## config.mk

```make
export PLATFORM = sky130hd
export DESIGN_NAME = hcs_sequencer
export DESIGN_NICKNAME = d
export VERILOG_FILES = /design/src/hw/hcs_pkg.sv /design/src/hw/hcs_result_mem.sv /design/src/hw/hcs_sequencer.sv
export SDC_FILE = /design/constraint.sdc
export NUM_CORES = 1
export LEC_CHECK = 0
export BUFFER_PORTS_ARGS = -buffer_cell sky130_fd_sc_hd__buf_2
export CORE_ASPECT_RATIO = 1.75
export CORE_MARGIN = 4
export CORE_UTILIZATION = 55
export CTS_BUF_LIST = sky130_fd_sc_hd__clkbuf_4
export DETAILED_ROUTE_END_ITERATION = 7
export GPL_ROUTABILITY_DRIVEN = 0
export MAX_ROUTING_LAYER = met4
export PLACE_DENSITY = 0.71
export SLEW_MARGIN = 20
export SYNTH_ARGS = -nofsm -noshare
export SYNTH_HDL_FRONTEND = slang
export SYNTH_SLANG_ARGS = --single-unit
```

## constraint.sdc

```tcl
create_clock -name clock -period 8.8 [get_ports clock]
set_input_delay 0 -clock clock [delete_from_list [all_inputs] [get_ports clock]]
set_output_delay 0 -clock clock [all_outputs]
set_load 0.005 [all_outputs]
```

## src/hw/hcs_pkg.sv

```systemverilog
// Shared constants and types of the Hall conversion sequencer
package hcs_pkg;
  // Clock and timing
  localparam int CLK_MHZ            = 250;
  localparam int T_SPIN_NS          = 200;
  localparam int T_CONV_NS          = 200;
  localparam int T_WAKE_STBY_NS     = 100;
  localparam int T_WAKE_SLEEP_NS    = 800;
  localparam int T_WAKE_DUTY_NS     = 400;
  localparam int SPIN_CYC           = (T_SPIN_NS * CLK_MHZ + 999) / 1000;
  localparam int CONV_CYC           = (T_CONV_NS * CLK_MHZ + 999) / 1000;
  localparam int WAKE_STBY_CYC      = (T_WAKE_STBY_NS * CLK_MHZ + 999) / 1000;
  localparam int WAKE_SLEEP_CYC     = (T_WAKE_SLEEP_NS * CLK_MHZ + 999) / 1000;
  localparam int WAKE_DUTY_CYC      = (T_WAKE_DUTY_NS * CLK_MHZ + 999) / 1000;

  // SPI frame: 1 bit read flag, 7 bit address, 16 bit data
  localparam int FRAME_BITS         = 24;
  localparam int CMD_BITS           = 8;

  // Register offsets
  localparam logic [6:0] ADDR_DEV_CFG  = 7'h00;
  localparam logic [6:0] ADDR_SENS_CFG = 7'h01;
  localparam logic [6:0] ADDR_STATUS   = 7'h02;
  localparam logic [6:0] ADDR_TRIGGER  = 7'h03;
  localparam logic [6:0] ADDR_X_RES    = 7'h08;
  localparam logic [6:0] ADDR_Y_RES    = 7'h09;
  localparam logic [6:0] ADDR_Z_RES    = 7'h0a;
  localparam logic [6:0] ADDR_VLEN     = 7'h14;

  // Reset values
  localparam logic [15:0] DEV_CFG_RST  = 16'h0000;
  localparam logic [15:0] SENS_CFG_RST = 16'h0000;
  localparam logic [15:0] VLEN_RST     = 16'h0000;

  // Operating modes
  localparam logic [2:0] MODE_TRIG_STBY  = 3'b000;
  localparam logic [2:0] MODE_TRIG_SLEEP = 3'b001;
  localparam logic [2:0] MODE_CONT       = 3'b010;
  localparam logic [2:0] MODE_TRIG_DUTY  = 3'b011;

  // Trigger sources
  localparam logic [1:0] TSRC_SPI   = 2'b00;
  localparam logic [1:0] TSRC_CS    = 2'b01;
  localparam logic [1:0] TSRC_ALERT = 2'b10;

  // Channel select codes beyond the plain X/Y/Z bit mask
  localparam logic [3:0] SEL_XZX = 4'b1101;
  localparam logic [3:0] SEL_YZY = 4'b1110;

  localparam logic [1:0] CH_X = 2'd0;
  localparam logic [1:0] CH_Y = 2'd1;
  localparam logic [1:0] CH_Z = 2'd2;
  localparam logic [1:0] SLOT_END = 2'd3;

  typedef struct packed {
    logic [5:0] pad_hi;
    logic [1:0] drift_comp;
    logic       pad_mid;
    logic [2:0] mode;
    logic [1:0] pad_lo;
    logic [1:0] trig_src;
  } hcs_dev_cfg_t;

  typedef struct packed {
    logic        en;
    logic [1:0]  chan;
    logic [15:0] data;
  } hcs_res_wr_t;
endpackage

```

## src/hw/hcs_result_mem.sv

```systemverilog
// Result store, one word per axis, registered read port
`timescale 1ns/10ps
`default_nettype none
module hcs_result_mem
  import hcs_pkg::*;
(
  input  wire logic        clock,
  input  wire hcs_res_wr_t wr,
  input  wire logic [1:0]  rd_addr,
  output var  logic [15:0] rd_data
);
  logic [15:0] mem [4];

  always_ff @(posedge clock) begin
    if (wr.en) begin
      mem[wr.chan] <= wr.data;
    end
    rd_data <= mem[rd_addr];
  end
endmodule
`default_nettype wire

```

## src/hw/hcs_sequencer.sv

```systemverilog
// Hall conversion sequencer with SPI register access
// How it works
// - Continuous code keeps the sequence running with no further trigger.
// - Spin stage starts the next sample while the converter digitises.
// - Each digitised sample lands in its own axis result register.
// - Continuous samples come every spin interval plus one cycle per skipped slot, not every full latency.
// - Codes 000, 001 and 011 make the device a triggered converter.
// - Trigger by SPI command, alert edge or chip select falling.
// - Wake delay before a triggered run depends on the operating mode.
// - Code 1101 converts X, Z, then X again.
// - Middle sample completes exactly halfway between first and last.
// - Code 1110 converts Y, Z, then Y again.
// - Drift compensation resets to 00, which passes samples unchanged.
// - Read-only vector length register, reset to zero.
// - Results change only when a conversion completes.
`timescale 1ns/10ps
`default_nettype none
module hcs_sequencer
  import hcs_pkg::*;
(
  input  wire logic        clock,
  input  wire logic        rst_b,
  input  wire logic        spi_sclk,
  input  wire logic        spi_cs_b,
  input  wire logic        spi_mosi,
  input  wire logic        alert_b,
  input  wire logic [15:0] adc_data,
  output var  logic        spi_miso,
  output var  logic        spi_miso_oe,
  output var  logic        afe_spin_go,
  output var  logic [1:0]  afe_channel,
  output var  logic        adc_go,
  output var  logic        conv_active
);
  typedef enum logic [1:0] {ST_IDLE, ST_WARM, ST_RUN} hcs_state_t;

  // Pin synchronisers: sclk, cs_b, mosi, alert_b
  logic [3:0] pin_s1, pin_s2, pin_s3;
  always_ff @(posedge clock or negedge rst_b) begin
    if (!rst_b) begin
      pin_s1 <= 4'b1110;
      pin_s2 <= 4'b1110;
      pin_s3 <= 4'b1110;
    end else begin
      pin_s1 <= {alert_b, spi_mosi, spi_cs_b, spi_sclk};
      pin_s2 <= pin_s1;
      pin_s3 <= pin_s2;
    end
  end
  wire sclk_rise  = pin_s2[0] & ~pin_s3[0];
  wire sclk_fall  = ~pin_s2[0] & pin_s3[0];
  wire cs_fall    = ~pin_s2[1] & pin_s3[1];
  wire cs_rise    = pin_s2[1] & ~pin_s3[1];
  wire cs_active  = ~pin_s2[1];
  wire mosi_s     = pin_s2[2];
  wire alert_fall = ~pin_s2[3] & pin_s3[3];

  // Registers
  hcs_dev_cfg_t dev_cfg;
  logic [15:0]  sens_cfg;
  logic [15:0]  vlen;
  logic [15:0]  x_abs, y_abs;
  wire  [3:0]   axis_channel_select = sens_cfg[3:0];

  // SPI slave
  logic [4:0]  bit_cnt;
  logic [23:0] rx;
  logic        cmd_rd;
  logic [6:0]  cmd_addr;
  logic        ld1, ld2;
  logic [15:0] tx;
  logic [15:0] mem_rd_data;
  wire cmd_done = cs_active & sclk_rise & (bit_cnt == 5'(CMD_BITS - 1));
  wire wr_commit = cs_rise & (bit_cnt == 5'(FRAME_BITS)) & ~cmd_rd;
  wire [15:0] wr_data = rx[15:0];
  wire wr_dev  = wr_commit & (cmd_addr == ADDR_DEV_CFG);
  wire wr_sens = wr_commit & (cmd_addr == ADDR_SENS_CFG);
  wire wr_trig = wr_commit & (cmd_addr == ADDR_TRIGGER);
  wire is_res  = (cmd_addr == ADDR_X_RES) | (cmd_addr == ADDR_Y_RES) | (cmd_addr == ADDR_Z_RES);

  always_ff @(posedge clock or negedge rst_b) begin
    if (!rst_b) begin
      bit_cnt  <= 5'd0;
      rx       <= 24'h00_0000;
      cmd_rd   <= 1'b0;
      cmd_addr <= 7'h00;
    end else if (cs_fall) begin
      bit_cnt <= 5'd0;
    end else if (cs_active && sclk_rise) begin
      rx <= {rx[22:0], mosi_s};
      if (bit_cnt != 5'(FRAME_BITS)) begin
        bit_cnt <= bit_cnt + 5'd1;
      end
      if (cmd_done) begin
        cmd_rd   <= rx[6];
        cmd_addr <= {rx[5:0], mosi_s};
      end
    end
  end

  // Read data mux, results come from the registered memory port
  logic [15:0] rd_mux;
  hcs_state_t  state;
  logic        spin_busy, conv_busy;
  always_comb begin
    rd_mux = 16'h0000;
    if (is_res) begin
      rd_mux = mem_rd_data;
    end else if (cmd_addr == ADDR_DEV_CFG) begin
      rd_mux = dev_cfg;
    end else if (cmd_addr == ADDR_SENS_CFG) begin
      rd_mux = sens_cfg;
    end else if (cmd_addr == ADDR_STATUS) begin
      rd_mux = {13'h0000, conv_busy, spin_busy, state != ST_IDLE};
    end else if (cmd_addr == ADDR_VLEN) begin
      rd_mux = vlen;
    end
  end

  always_ff @(posedge clock or negedge rst_b) begin
    if (!rst_b) begin
      ld1         <= 1'b0;
      ld2         <= 1'b0;
      tx          <= 16'h0000;
      spi_miso    <= 1'b0;
      spi_miso_oe <= 1'b0;
    end else begin
      ld1         <= cmd_done;
      ld2         <= ld1;
      spi_miso_oe <= cs_active;
      if (cs_fall) begin
        spi_miso <= 1'b0;
        tx       <= 16'h0000;
      end else if (ld2) begin
        tx <= rd_mux;
      end else if (cs_active && sclk_fall && bit_cnt >= 5'(CMD_BITS)) begin
        spi_miso <= tx[15];
        tx       <= {tx[14:0], 1'b0};
      end
    end
  end

  always_ff @(posedge clock or negedge rst_b) begin
    if (!rst_b) begin
      dev_cfg  <= DEV_CFG_RST;
      sens_cfg <= SENS_CFG_RST;
    end else begin
      if (wr_dev) begin
        dev_cfg <= wr_data;
      end
      if (wr_sens) begin
        sens_cfg <= wr_data;
      end
    end
  end

  // Mode decode and trigger events
  wire mode_cont = dev_cfg.mode == MODE_CONT;
  wire mode_trig = (dev_cfg.mode == MODE_TRIG_STBY) | (dev_cfg.mode == MODE_TRIG_SLEEP)
                 | (dev_cfg.mode == MODE_TRIG_DUTY);
  wire trig_evt = (wr_trig & (dev_cfg.trig_src == TSRC_SPI))
                | (cs_fall & (dev_cfg.trig_src == TSRC_CS))
                | (alert_fall & (dev_cfg.trig_src == TSRC_ALERT));
  wire [7:0] wake_len = (dev_cfg.mode == MODE_TRIG_SLEEP) ? 8'(WAKE_SLEEP_CYC)
                      : (dev_cfg.mode == MODE_TRIG_DUTY)  ? 8'(WAKE_DUTY_CYC)
                      : 8'(WAKE_STBY_CYC);

  // Channel slot table
  logic [1:0] spin_slot;
  logic       slot_ok;
  logic [1:0] slot_chan;
  wire pseudo = (axis_channel_select == SEL_XZX) | (axis_channel_select == SEL_YZY);
  wire [1:0] outer_chan = (axis_channel_select == SEL_XZX) ? CH_X : CH_Y;
  always_comb begin
    if (pseudo) begin
      slot_ok   = 1'b1;
      slot_chan = (spin_slot == 2'd1) ? CH_Z : outer_chan;
    end else begin
      slot_ok   = (spin_slot != SLOT_END) && axis_channel_select[spin_slot];
      slot_chan = spin_slot;
    end
  end

  // Two stage pipeline: spin/integrate then convert
  logic [7:0] spin_cnt, conv_cnt, warm_cnt;
  logic [1:0] spin_chan, conv_chan;
  wire spin_done  = spin_busy & (spin_cnt == 8'd0);
  wire conv_done  = conv_busy & (conv_cnt == 8'd0);
  wire hand       = spin_done & (~conv_busy | conv_done);
  wire spin_free  = ~spin_busy | hand;
  wire slot_step  = (state == ST_RUN) & spin_free & (spin_slot != SLOT_END);
  wire launch     = slot_step & slot_ok;
  wire seq_end    = (spin_slot == SLOT_END) & ~spin_busy & ~conv_busy;
  wire [1:0] next_slot = (spin_slot == 2'd2) ? (mode_cont ? 2'd0 : SLOT_END)
                                             : spin_slot + 2'd1;

  always_ff @(posedge clock or negedge rst_b) begin
    if (!rst_b) begin
      state    <= ST_IDLE;
      warm_cnt <= 8'd0;
    end else begin
      case (state)
        ST_IDLE: begin
          if (mode_cont) begin
            state <= ST_RUN;
          end else if (mode_trig && trig_evt) begin
            state    <= ST_WARM;
            warm_cnt <= wake_len - 8'd1;
          end
        end
        ST_WARM: begin
          if (warm_cnt == 8'd0) begin
            state <= ST_RUN;
          end else begin
            warm_cnt <= warm_cnt - 8'd1;
          end
        end
        ST_RUN: begin
          if (seq_end) begin
            state <= ST_IDLE;
          end
        end
        default: state <= ST_IDLE;
      endcase
    end
  end

  always_ff @(posedge clock or negedge rst_b) begin
    if (!rst_b) begin
      spin_slot <= 2'd0;
      spin_busy <= 1'b0;
      spin_cnt  <= 8'd0;
      spin_chan <= CH_X;
    end else begin
      if (state == ST_RUN && seq_end) begin
        spin_slot <= 2'd0;
      end else if (slot_step) begin
        spin_slot <= next_slot;
      end
      if (launch) begin
        spin_busy <= 1'b1;
        spin_cnt  <= 8'(SPIN_CYC - 1);
        spin_chan <= slot_chan;
      end else if (hand) begin
        spin_busy <= 1'b0;
      end else if (spin_busy && spin_cnt != 8'd0) begin
        spin_cnt <= spin_cnt - 8'd1;
      end
    end
  end

  always_ff @(posedge clock or negedge rst_b) begin
    if (!rst_b) begin
      conv_busy <= 1'b0;
      conv_cnt  <= 8'd0;
      conv_chan <= CH_X;
    end else if (hand) begin
      conv_busy <= 1'b1;
      conv_cnt  <= 8'(CONV_CYC - 1);
      conv_chan <= spin_chan;
    end else if (conv_done) begin
      conv_busy <= 1'b0;
    end else if (conv_busy) begin
      conv_cnt <= conv_cnt - 8'd1;
    end
  end

  // Optional magnet drift compensation, 00 passes the sample through
  wire [15:0] comp_add = 16'($signed(adc_data) >>> (4'd8 - {2'b00, dev_cfg.drift_comp}));
  wire [15:0] comp_data = (dev_cfg.drift_comp == 2'b00) ? adc_data : adc_data + comp_add;

  hcs_res_wr_t res_wr;
  always_ff @(posedge clock or negedge rst_b) begin
    if (!rst_b) begin
      res_wr <= '0;
    end else begin
      res_wr.en   <= conv_done;
      res_wr.chan <= conv_chan;
      res_wr.data <= comp_data;
    end
  end

  hcs_result_mem u_mem (
    .clock   (clock),
    .wr      (res_wr),
    .rd_addr (cmd_addr[1:0]),
    .rd_data (mem_rd_data)
  );

  // Vector length estimate: max + min/2 of |X| and |Y|
  wire [15:0] wr_abs = res_wr.data[15] ? 16'(-res_wr.data) : res_wr.data;
  wire [15:0] nx = (res_wr.chan == CH_X) ? wr_abs : x_abs;
  wire [15:0] ny = (res_wr.chan == CH_Y) ? wr_abs : y_abs;
  wire [15:0] vmax = (nx > ny) ? nx : ny;
  wire [15:0] vmin = (nx > ny) ? ny : nx;
  always_ff @(posedge clock or negedge rst_b) begin
    if (!rst_b) begin
      x_abs <= 16'h0000;
      y_abs <= 16'h0000;
      vlen  <= VLEN_RST;
    end else if (res_wr.en) begin
      x_abs <= nx;
      y_abs <= ny;
      vlen  <= vmax + {1'b0, vmin[15:1]};
    end
  end

  always_ff @(posedge clock or negedge rst_b) begin
    if (!rst_b) begin
      afe_spin_go <= 1'b0;
      afe_channel <= CH_X;
      adc_go      <= 1'b0;
      conv_active <= 1'b0;
    end else begin
      afe_spin_go <= launch;
      adc_go      <= hand;
      conv_active <= state != ST_IDLE;
      if (launch) begin
        afe_channel <= slot_chan;
      end
    end
  end
endmodule
`default_nettype wire

```

==> summary.txt, run 1 <==
Critical path
  • Crit path max fanout: 24
  • Kind of critical path: reg2reg
  • Worst-case reg-to-reg path depth: 24
  • Critical path startpoint category: flip-flop
  • Cell chain of the critical path: or4_4, or3_1, o41ai_1, xor2_1, nor2_1, a21oi_1, inv_1, ha_1, and4_1, nand2_1, a221oi_1, a211oi_1, a21oi_2, o21ai_0, fa_1, a21o_1, a21oi_1, o21bai_1, a21oi_1, o21ai_0, a211oi_1, o21bai_1, a2111o_1, o211ai_1
  • Critical path endpoint category: flip-flop
  • Critical Path AT: 8100 ps
  • Buffer and inverter count on the worst path: 1
  • Critical R2R Capture: vlen[14]
  • Reg-to-Reg Start: res_wr[5]
  • Max incr delay on CP: 860 ps
  • Slowest CP cell: a21oi_2
  • Delay-heaviest family, CP: compound AO/OA/AOI/OAI gates
  • Req. time, crit path: 9410 ps
  • Most common cell on crit path: a21oi_1
  • Flop-to-flop setup slack: roughly 1300 ps

GRT
  • Vias in the first global route: 10,600
  • Overall Global Routing Usage: 0.248
  • Largest net degree at the start of global routing: 74
  • Initial antenna violation count: 1
  • Overflow after GRT: 0
  • First-pass GRT wire length: roughly 54,000 microns

Die
  • Core Rows: slightly below 80
  • Initial Utilization: 0.559
  • DIE WIDTH: between 100 and 150 microns
  • I/O pins: 29
  • Core area: about 25,000 sq um
  • Full die area: 28,500 sq um
  • Die Y: 220 microns

Route
  • Vias per cell: approximately 5.9
  • Final Routed Wirelength: 33,100 microns
  • Via count: 10,500
  • Starting DRT DRC Count: 646
  • Drt wl/cell: between 15 and 20 microns
  • First-pass DRT Iterations: 5
  • Post-route ant nets: 0
  • Drt drc: 0

Logic synthesis
  • Cell count after synthesis: 1,326
  • Unique masters post-synth: 76
  • Register area share after synthesis: 0.505
  • Mapped Area: 14,200 sq um
  • Post-synth top area share: 0.332
  • Syn_area_per_cell: 10.7 sq um
  • EDFF count, synth: between 60 and 70
  • Most common library cells after synthesis: dfrtp_1 (188), nand2_1 (146), o21ai_0 (119)
  • Most frequent cell after synthesis: dfrtp_1
  • Ys async rst share: 0.710
  • Syn nets: 1,400
  • Post-synth top flop: dfrtp_1
  • YS warnings: 0
  • Synth area leaders: dfrtp_1 (33%), edfxtp_1 (14%), mux2_2 (6.1%)
  • Synth area leader: dfrtp_1
  • Number of synthesized register bits: between 200 and 300

Clock tree
  • Clk root buf: clkbuf_4
  • CTS H-tree depth: 2
  • Setup Buffers After CTS: 0
  • Clock transition at the registers of the reported paths: 70 ps
  • Clk sinks: around 280
  • CTS max path bufs: 3
  • CTS Buf Count: 61
  • CTS tree: yes
  • Clk_lat worst skew: roughly 750 ps

STA
  • Worst Tran Pin Value: 1040 ps
  • Max Freq: about 130 MHz
  • # setup viols final: 0
  • Worst relative slew slack: 0.308
  • Final hold violation count: 0
  • Final Max Tran Viols: 0
  • RSZ-0062 raised after global routing: false
  • Setup TNS: 0 ps
  • Period utilization: 0.850
  • Min Tclk post-route: ~7500 ps
  • Worst Skew: about 52 ps

Finish
  • Layout area overhead: 11.6%
  • Share of cells above drive strength 1: 0.177
  • Number of nets in the layout: approximately 1,500

Pwr
  • Total Power: between 2 and 3 mW
  • Peak VDD IR: 0.0870 mV
  • Lkg Pwr: between 6 and 7 nW
  • PwrDens: 169 nW/um^2

Hold path
  • Min-Delay Startpoint: adc_data[4]
  • Hold depth: 4
  • Hold path endpoint: res_wr[4]
  • Hold WC Path Type: in2reg

Status
  • Status: complete, no violations

Placement
  • I/O Buffers: 28
  • DP HPWL: 23,100 microns

Flow run
  • MaxCap Viol Count: 0
==> tightest hold or removal path: stages <==
cell and delay [ps]:
dlygate4sd3_1 520, buf_2 120, nand2_1 50, o31ai_1 60
==> power by group <==
group          internal [mW]  leakage, nW  total [mW]  switching [mW]
Clock                  0.503        0.476       0.994           0.492
Sequential              1.33         3.37        1.36          0.0296
Combinational          0.132         3.13       0.322           0.190
==> metrics by stage <==
step,cells,cell area [sq um],hold slack (ps),setup WS [ps],utilization
finish,1777,15800,72.1,1320,0.624
CTS,1776,15800,4.36,1340,0.624
floorplan,1326,14200,-296,2370,-
global placement,1624,14600,105,1580,0.577
global route,1777,15800,69.1,745,0.624
detailed placement,1624,14600,107,1370,0.577
==> registers in the layout (all words and copies together) (netlist names), 7 cells and up <==
register,flops
dev_cfg,16
sens_cfg,16
u_mem.mem,64
spin_cnt,8
conv_cnt,8
cmd_addr,7
y_abs,16
vlen,16
tx,16
x_abs,16
rx,16
warm_cnt,8
u_mem.rd_data,16
res_wr,19
==> placed cells by master, fill, tap and decap left out, types with 23 or more instances in the layout <==
cell           instances
dfrtp_1              188
nand2_1              146
o21ai_0              119
clkbuf_4              90
nor2_1                89
a21oi_1               77
mux2_2                77
edfxtp_1              64
inv_1                 51
ha_1                  50
dlygate4sd3_1         35
mux2i_1               27
buf_2                 27
clkinv_1              25
xnor2_1               24
xor2_1                23
==> cells by family (layout without fill, tap and decap cells) <==
kind of cell / after synthesis / count (layout) / share of synthesized area
simple gates: 371 / 371 / 0.124
compound gates: 344 / 344 / 0.155
flops: 276 / 276 / 0.505
mux: 121 / 121 / 0.107
buf+inv: 114 / 248 / 0.0308
fa+ha+maj: 52 / 52 / 0.0470
xor+xnor: 48 / 48 / 0.0306
other cells: 0 / 1 / 0
==> routing by layer <==
layer / share of wire / vias up / global-route usage
li1: - / 5063 / -
met1: 0.37 / 5104 / 0.258
met5: 0 / - / -
met2: 0.56 / 243 / 0.462
met3: 0.032 / 80 / 0.0319
met4: 0.038 / 0 / 0.102
==> worst max-delay path by stage <==
| stage | from | end | slack [ps] | cells after the start |
|---|---|---|---|---|
| CTS | res_wr[5] | vlen[14] | 1340 | 24 |
| floorplan | res_wr[3] | vlen[14] | 2370 | 23 |
| global route | res_wr[5] | vlen[14] | 750 | 24 |
| finish | res_wr[5] | vlen[14] | 1320 | 24 |
| detailed placement | res_wr[5] | vlen[14] | 1370 | 24 |
| global placement | res_wr[5] | vlen[14] | 1580 | 24 |
==> repair_timing <==
item / in CTS / in global routing
endpoints found under the hold margin: 143 / 0
hold buffers: 36 / 0
gates resized for setup: 0 / 0
==> area by class of cell <==
class                   instances  area, sq um
fillers                      2121         9520
flip-flops and latches        276         7160
multi-input cells             936         6620
clock buffers                  90          676
repair buffers                 76          617
well taps                     316          395
inverters                      56          210
clock inverters                26          136
diodes                          1         2.50
No activity file was read; power rests on OpenSTA's default activity.
==> inputs of run 2 (changes only) <==
--- a/config.mk
+++ b/config.mk
@@ -5,7 +5,7 @@
 export SDC_FILE = /design/constraint.sdc
 export NUM_CORES = 1
 export LEC_CHECK = 0
-export BUFFER_PORTS_ARGS = -buffer_cell sky130_fd_sc_hd__buf_2
+export BUFFER_PORTS_ARGS = -buffer_cell sky130_fd_sc_hd__clkbuf_2
 export CORE_ASPECT_RATIO = 1.75
 export CORE_MARGIN = 4
 export CORE_UTILIZATION = 55
@@ -14,6 +14,7 @@
 export GPL_ROUTABILITY_DRIVEN = 0
 export MAX_ROUTING_LAYER = met4
 export PLACE_DENSITY = 0.71
+export SKIP_CTS_REPAIR_TIMING = 1
 export SLEW_MARGIN = 20
 export SYNTH_ARGS = -nofsm -noshare
 export SYNTH_HDL_FRONTEND = slang
==> summary.txt, run 2 (same netlist as run 1, synthesis figures left out) <==
Critical path
  • Slowest CP cell: or4_4
  • Critical path endpoint category: flip-flop
  • Reg-to-Reg Start: res_wr[5]
  • Most common cell on crit path: a21oi_1
  • Max incr delay on CP: 610 ps (-250 ps)
  • Crit path max fanout: 31 (+29%)
  • Req. time, crit path: 9420 ps (about the same)
  • Origin of the worst setup path: res_wr[5]
  • Kind of critical path: reg2reg
  • Critical Path AT: 8110 ps (about the same)
  • Critical path startpoint category: flip-flop

Clock tree
  • CTS Buf Count: 66 (+8.2%)
  • Clk_lat worst skew: 780 ps (+30 ps)
  • Clk root buf: clkbuf_4
  • Clock transition at the registers of the reported paths: 80 ps (about the same)
  • CTS H-tree depth: 3 (+1)
  • CTS max path bufs: 3 (unchanged)
  • CTS tree: yes
  • Clk sinks: 276 (unchanged)

Finish
  • Fin area: 15,800 sq um (about the same)
  • Filler Cell Count: 2,065 (-2.6%)
  • Commonest non-fill, non-tap cell in the layout: dfrtp_1
  • Largest register FFs: 64 (unchanged)
  • Share of cells above drive strength 1: 0.182 (+0.00560)
  • Largest regs: u_mem.mem x64, res_wr x19
  • Most frequent cells in the layout: dfrtp_1 (188), nand2_1 (146), o21ai_0 (119)
  • Layout area overhead: 11.5% (about the same)
  • Biggest register: u_mem.mem
  • Number of nets in the layout: 1,480 (-0.068%)

Route
  • Drt wl/cell: 18.7 microns (+0.62%)
  • Post-route ant nets: 0 (unchanged)
  • Via count: 10,600 (+0.72%)
  • Drt drc: 0 (unchanged)
  • Starting DRT DRC Count: 649 (+0.46%)
  • Vias per cell: 5.95 (+0.78%)
  • First-pass DRT Iterations: 5 (unchanged)
  • Final Routed Wirelength: 33,200 microns (+0.56%)

Status
  • Status: complete, but fails checks
  • Failing checks: hold timing

Placement
  • Cell Area, Placed: 14,600 sq um (unchanged)
  • DP HPWL: 23,300 microns (+1.0%)
  • I/O Buffers: 28 (unchanged)

Pwr
  • PwrDens: 173 nW/um^2 (+2.6%)
  • Lkg Pwr: 6.97 nW (about the same)
  • Peak VDD IR: 0.118 mV (+35%)

Hold path
  • Hold WC Path Type: in2async

GRT
  • First-pass GRT wire length: 53,300 microns (-1.2%)
  • Initial antenna violation count: 1 (unchanged)
  • Overall Global Routing Usage: 0.248 (+0.000568)
  • Overflow after GRT: 0 (unchanged)
  • Vias in the first global route: 10,500 (-1.1%)
  • Largest net degree at the start of global routing: 115 (+55%)

Die
  • Full die area: 28,500 sq um (unchanged)
  • Initial Utilization: 0.559 (unchanged)
  • I/O pins: 29 (unchanged)
  • DIE WIDTH: 129 microns (unchanged)
  • Die Y: 220 microns (unchanged)
  • Core area: 25,300 sq um (unchanged)
  • Core Rows: 77 (unchanged)

STA
  • Setup TNS: 0 ps (unchanged)
  • # setup viols final: 0 (unchanged)
  • WHS: -62.1 ps (-134 ps)
  • Max Freq: 134 MHz (about the same)
  • Final hold violation count: 54 (+54)
  • Worst Skew: 80.5 ps (+28.2 ps)
  • Worst Tran Pin Value: 996 ps (-41.3 ps)
  • Period utilization: 0.851 (about the same)
  • Final Max Tran Viols: 0 (unchanged)
  • Worst relative slew slack: 0.334 (+0.0259)
  • RSZ-0062 raised after global routing: false
  • Min Tclk post-route: 7490 ps (+5.10 ps)

Flow run
  • MaxCap Viol Count: 0 (unchanged)
-- run 2: cell types whose count changed in the layout (fill, tap and decap cells not counted), moves of 4 or more --
cell           previous run  this run
buf_2                    27         0
clkbuf_2                  0        27
dlygate4sd3_1            35        30
clkinv_1                 25        21
clkbuf_4                 90        96
-- run 2: worst paths after layout --
kind	slack, ps	end	cells after the start
worst max-delay path	1310	vlen[14]	26
min in group clock	40	res_wr[6]	4
max in group asynchronous	7480	vlen[13]	3
worst min register to register	350	pin_s2[2]	0
worst max register to register	1310	vlen[14]	26
worst min-delay path	-60	spi_miso_oe	2
-- run 2: area by class of cell --
class / count / area [sq um] / share of cell area
multi-input combinational: 936 / 6630 / 0.419
tap: 316 / 395 / 0.0250
timing repair buffer: 70 / 543 / 0.0344
antenna: 1 / 2.50 / 0.000158
clock inverter: 25 / 145 / 0.00919
clock buffer: 96 / 721 / 0.0456
inverter: 56 / 210 / 0.0133
sequential: 276 / 7160 / 0.453
-- run 2: through the flow --
step,util,power [mW],cells,setup WS (ps)
floorplan,-,1.59,1326,2370
global placement,0.577,1.68,1624,1570
detailed placement,0.577,1.69,1624,1340
CTS,0.611,2.76,1745,1230
global route,0.624,2.88,1776,756
finish,0.624,2.74,1776,1310
-- run 2: critical path, delay by kind of cell (launching register included) --
family / cells / cell delay, ps
buffers and inverters: 1 / 80
adder cells (fa/ha/maj): 3 / 970
AND/OR/NAND/NOR: 3 / 1080
flip-flops: 1 / 460
AO/OA/AOI/OAI: 18 / 4430
XOR/XNOR: 1 / 290
-- run 2: metal layers --
| metal | share of wire | up-vias | GRT usage |
|---|---|---|---|
| met1 | 0.36 | 5112 | 0.253 |
| met4 | 0.045 | 0 | 0.131 |
| li1 | - | 5076 | - |
| met5 | 0 | - | - |
| met2 | 0.56 | 290 | 0.452 |
| met3 | 0.037 | 88 | 0.0367 |
-- run 2: power breakdown --
group,internal [mW],switching (mW)
registers,1.33,0.0294
logic,0.130,0.189
clock network,0.540,0.524
==> inputs of run 3 (changes only) <==
--- a/config.mk
+++ b/config.mk
@@ -8,12 +8,11 @@
 export BUFFER_PORTS_ARGS = -buffer_cell sky130_fd_sc_hd__clkbuf_2
 export CORE_ASPECT_RATIO = 1.75
 export CORE_MARGIN = 4
-export CORE_UTILIZATION = 55
+export CORE_UTILIZATION = 45
 export CTS_BUF_LIST = sky130_fd_sc_hd__clkbuf_4
 export DETAILED_ROUTE_END_ITERATION = 7
 export GPL_ROUTABILITY_DRIVEN = 0
 export MAX_ROUTING_LAYER = met4
-export PLACE_DENSITY = 0.71
 export SKIP_CTS_REPAIR_TIMING = 1
 export SLEW_MARGIN = 20
 export SYNTH_ARGS = -nofsm -noshare
==> summary.txt, run 3 (same netlist as run 1, synthesis figures left out) <==
STA
  • Min Tclk post-route: 7350 ps (-133 ps)
  • Worst relative slew slack: 0.299 (-0.0350)
  • Setup TNS: 0 ps (unchanged)
  • Final hold violation count: 0 (-100%)
  • Worst Skew: 43.9 ps (-36.7 ps)
  • # setup viols final: 0 (unchanged)
  • Max Freq: 136 MHz (+1.8%)
  • Worst Tran Pin Value: 1050 ps (+51.5 ps)
  • Final Max Tran Viols: 0 (unchanged)
  • Period utilization: 0.836 (-0.0151)
  • RSZ-0062 raised after global routing: false

Hold path
  • Hold WC Path Type: in2async

Flow run
  • MaxCap Viol Count: 0 (unchanged)

Die
  • DIE WIDTH: 142 microns (+9.9%)
  • I/O pins: 29 (unchanged)
  • Die Y: 243 microns (+10%)
  • Full die area: 34,500 sq um (+21%)
  • Core Rows: 85 (+10%)
  • Initial Utilization: 0.458 (-0.101)
  • Core area: 30,900 sq um (+22%)

Finish
  • Number of nets in the layout: 1,484 (+0.27%)
  • Layout area overhead: 12.2%
  • Filler Cell Count: 2,841 (+38%)
  • Biggest register: u_mem.mem
  • Share of cells above drive strength 1: 0.184 (+0.00180)
  • Most frequent cells in the layout: dfrtp_1 (188), nand2_1 (146), o21ai_0 (119)
  • Fin area: 15,900 sq um (+0.63%)
  • Final core utilization: 0.514 (-0.110)
  • Commonest non-fill, non-tap cell in the layout: dfrtp_1
  • Largest register FFs: 64 (unchanged)
  • Largest regs: u_mem.mem x64, res_wr x19

Route
  • Post-route ant nets: 0 (unchanged)
  • Vias per cell: 5.65 (-5.1%)
  • Starting DRT DRC Count: 728 (+12%)
  • Final Routed Wirelength: 35,500 microns (+6.7%)
  • Via count: 10,500 (-0.94%)
  • Drt wl/cell: 19.1 microns (+2.3%)
  • Drt drc: 0 (unchanged)
  • First-pass DRT Iterations: 6 (+1)

Pwr
  • Switch Pwr: 0.742 mW (about the same)
  • Clock group share of total power: 0.388 (about the same)
  • Lkg Pwr: 6.98 nW (+0.15%)
  • Switching Share: 0.270 (-0.000861)
  • Cell-internal power: 2.00 mW (+0.36%)
  • Sequential power share: 0.493 (-0.002)
  • Peak VDD IR: 0.0856 mV (-27%)
  • Gate power share: 0.118 (about the same)
  • PwrDens: 173 nW/um^2 (-0.38%)

Clock tree
  • CTS max path bufs: 3 (unchanged)
  • CTS tree: yes
  • Clk sinks: 276 (unchanged)
  • Clock transition at the registers of the reported paths: 70 ps (about the same)
  • CTS Buf Count: 67 (+1.5%)
  • Clk_lat worst skew: 740 ps (-40 ps)
  • CTS H-tree depth: 3 (unchanged)
  • Clk root buf: clkbuf_4

Critical path
  • Reg-to-Reg Start: res_wr[3]
  • Critical path endpoint category: flip-flop
  • Kind of critical path: reg2reg
  • Critical path startpoint category: flip-flop
  • Crit path max fanout: 22 (-29%)
  • Critical Path AT: 7990 ps (-120 ps)
  • Origin of the worst setup path: res_wr[3]
  • Req. time, crit path: 9440 ps (+20 ps)

GRT
  • First-pass GRT wire length: 57,200 microns (+7.2%)
  • Overall Global Routing Usage: 0.217 (-0.0314)
  • Vias in the first global route: 10,800 (+2.6%)
  • Largest net degree at the start of global routing: 126 (+9.6%)
  • Initial antenna violation count: 1 (unchanged)
  • Overflow after GRT: 0 (unchanged)

Placement
  • Cell Area, Placed: 14,700 sq um (+0.80%)
  • I/O Buffers: 28 (unchanged)
  • DP HPWL: 25,100 microns (+7.6%)

Status
  • Status: complete, no violations
[run 3: worst max-delay path, cell delays in order (launching register included)]
cell,delay (ps)
dfrtp_1,470
or4_4,600
or3_1,410
o41ai_1,390
xor2_1,300
nor2_1,70
a21oi_1,180
inv_1,80
ha_1,290
a21o_1,170
a21o_1,170
a21oi_1,350
o311a_1,260
a22oi_1,120
o21ai_4,500
o21ai_0,190
ha_1,260
fa_1,410
a21o_1,200
a21oi_1,240
o21bai_1,90
a21oi_1,210
o21ai_0,200
a211oi_1,420
o21bai_1,160
a2111o_1,420
o211ai_1,100
[run 3: layout make-up]
class                   count  area (sq um)  area share
diodes                      1          2.50    0.000157
clock buffers              98           736      0.0463
clock inverters            22           123     0.00771
inverters                  56           210      0.0132
multi-input cells         936          6620       0.416
flip-flops and latches    276          7160       0.450
well taps                 391           489      0.0308
repair buffers             73           563      0.0354
[run 3: final timing paths]
check | slack (ps) | endpoint | cells after the start
min in group clock | 120 | res_wr[8] | 4
max in group asynchronous | 7270 | vlen[4] | 3
min | 4 | res_wr[4] | 2
max reg2reg | 1450 | vlen[14] | 26
min reg2reg | 350 | pin_s2[0] | 0
max | 1450 | vlen[14] | 26
[run 3: power by group through the flow]
stage	logic, mW	clock network [mW]	registers [mW]
CTS	0.316	1.11	1.35
finish	0.324	1.07	1.35
global placement	0.310	0	1.38
global route	0.366	1.17	1.36
floorplan	0.224	0	1.37
detailed placement	0.313	0	1.38
[run 3: metrics by stage]
stage / power, mW / cells / worst slack, ps / hold WS [ps]
floorplan: 1.59 / 1326 / 2370 / -296
finish: 2.74 / 1853 / 1450 / 3.76
global placement: 1.69 / 1702 / 1650 / 89.1
CTS: 2.78 / 1822 / 1450 / -687
detailed placement: 1.69 / 1702 / 1540 / 89.3
global route: 2.89 / 1853 / 907 / 56.3
[run 3: per-layer routing]
layer  global-route usage  vias up  wire length (microns)
li1                     -     5085                      -
met5                    -        -                      0
met3               0.0299       99                   1050
met4                0.118        0                   1780
met1                0.223     5062                  12900
met2                0.390      221                  19800
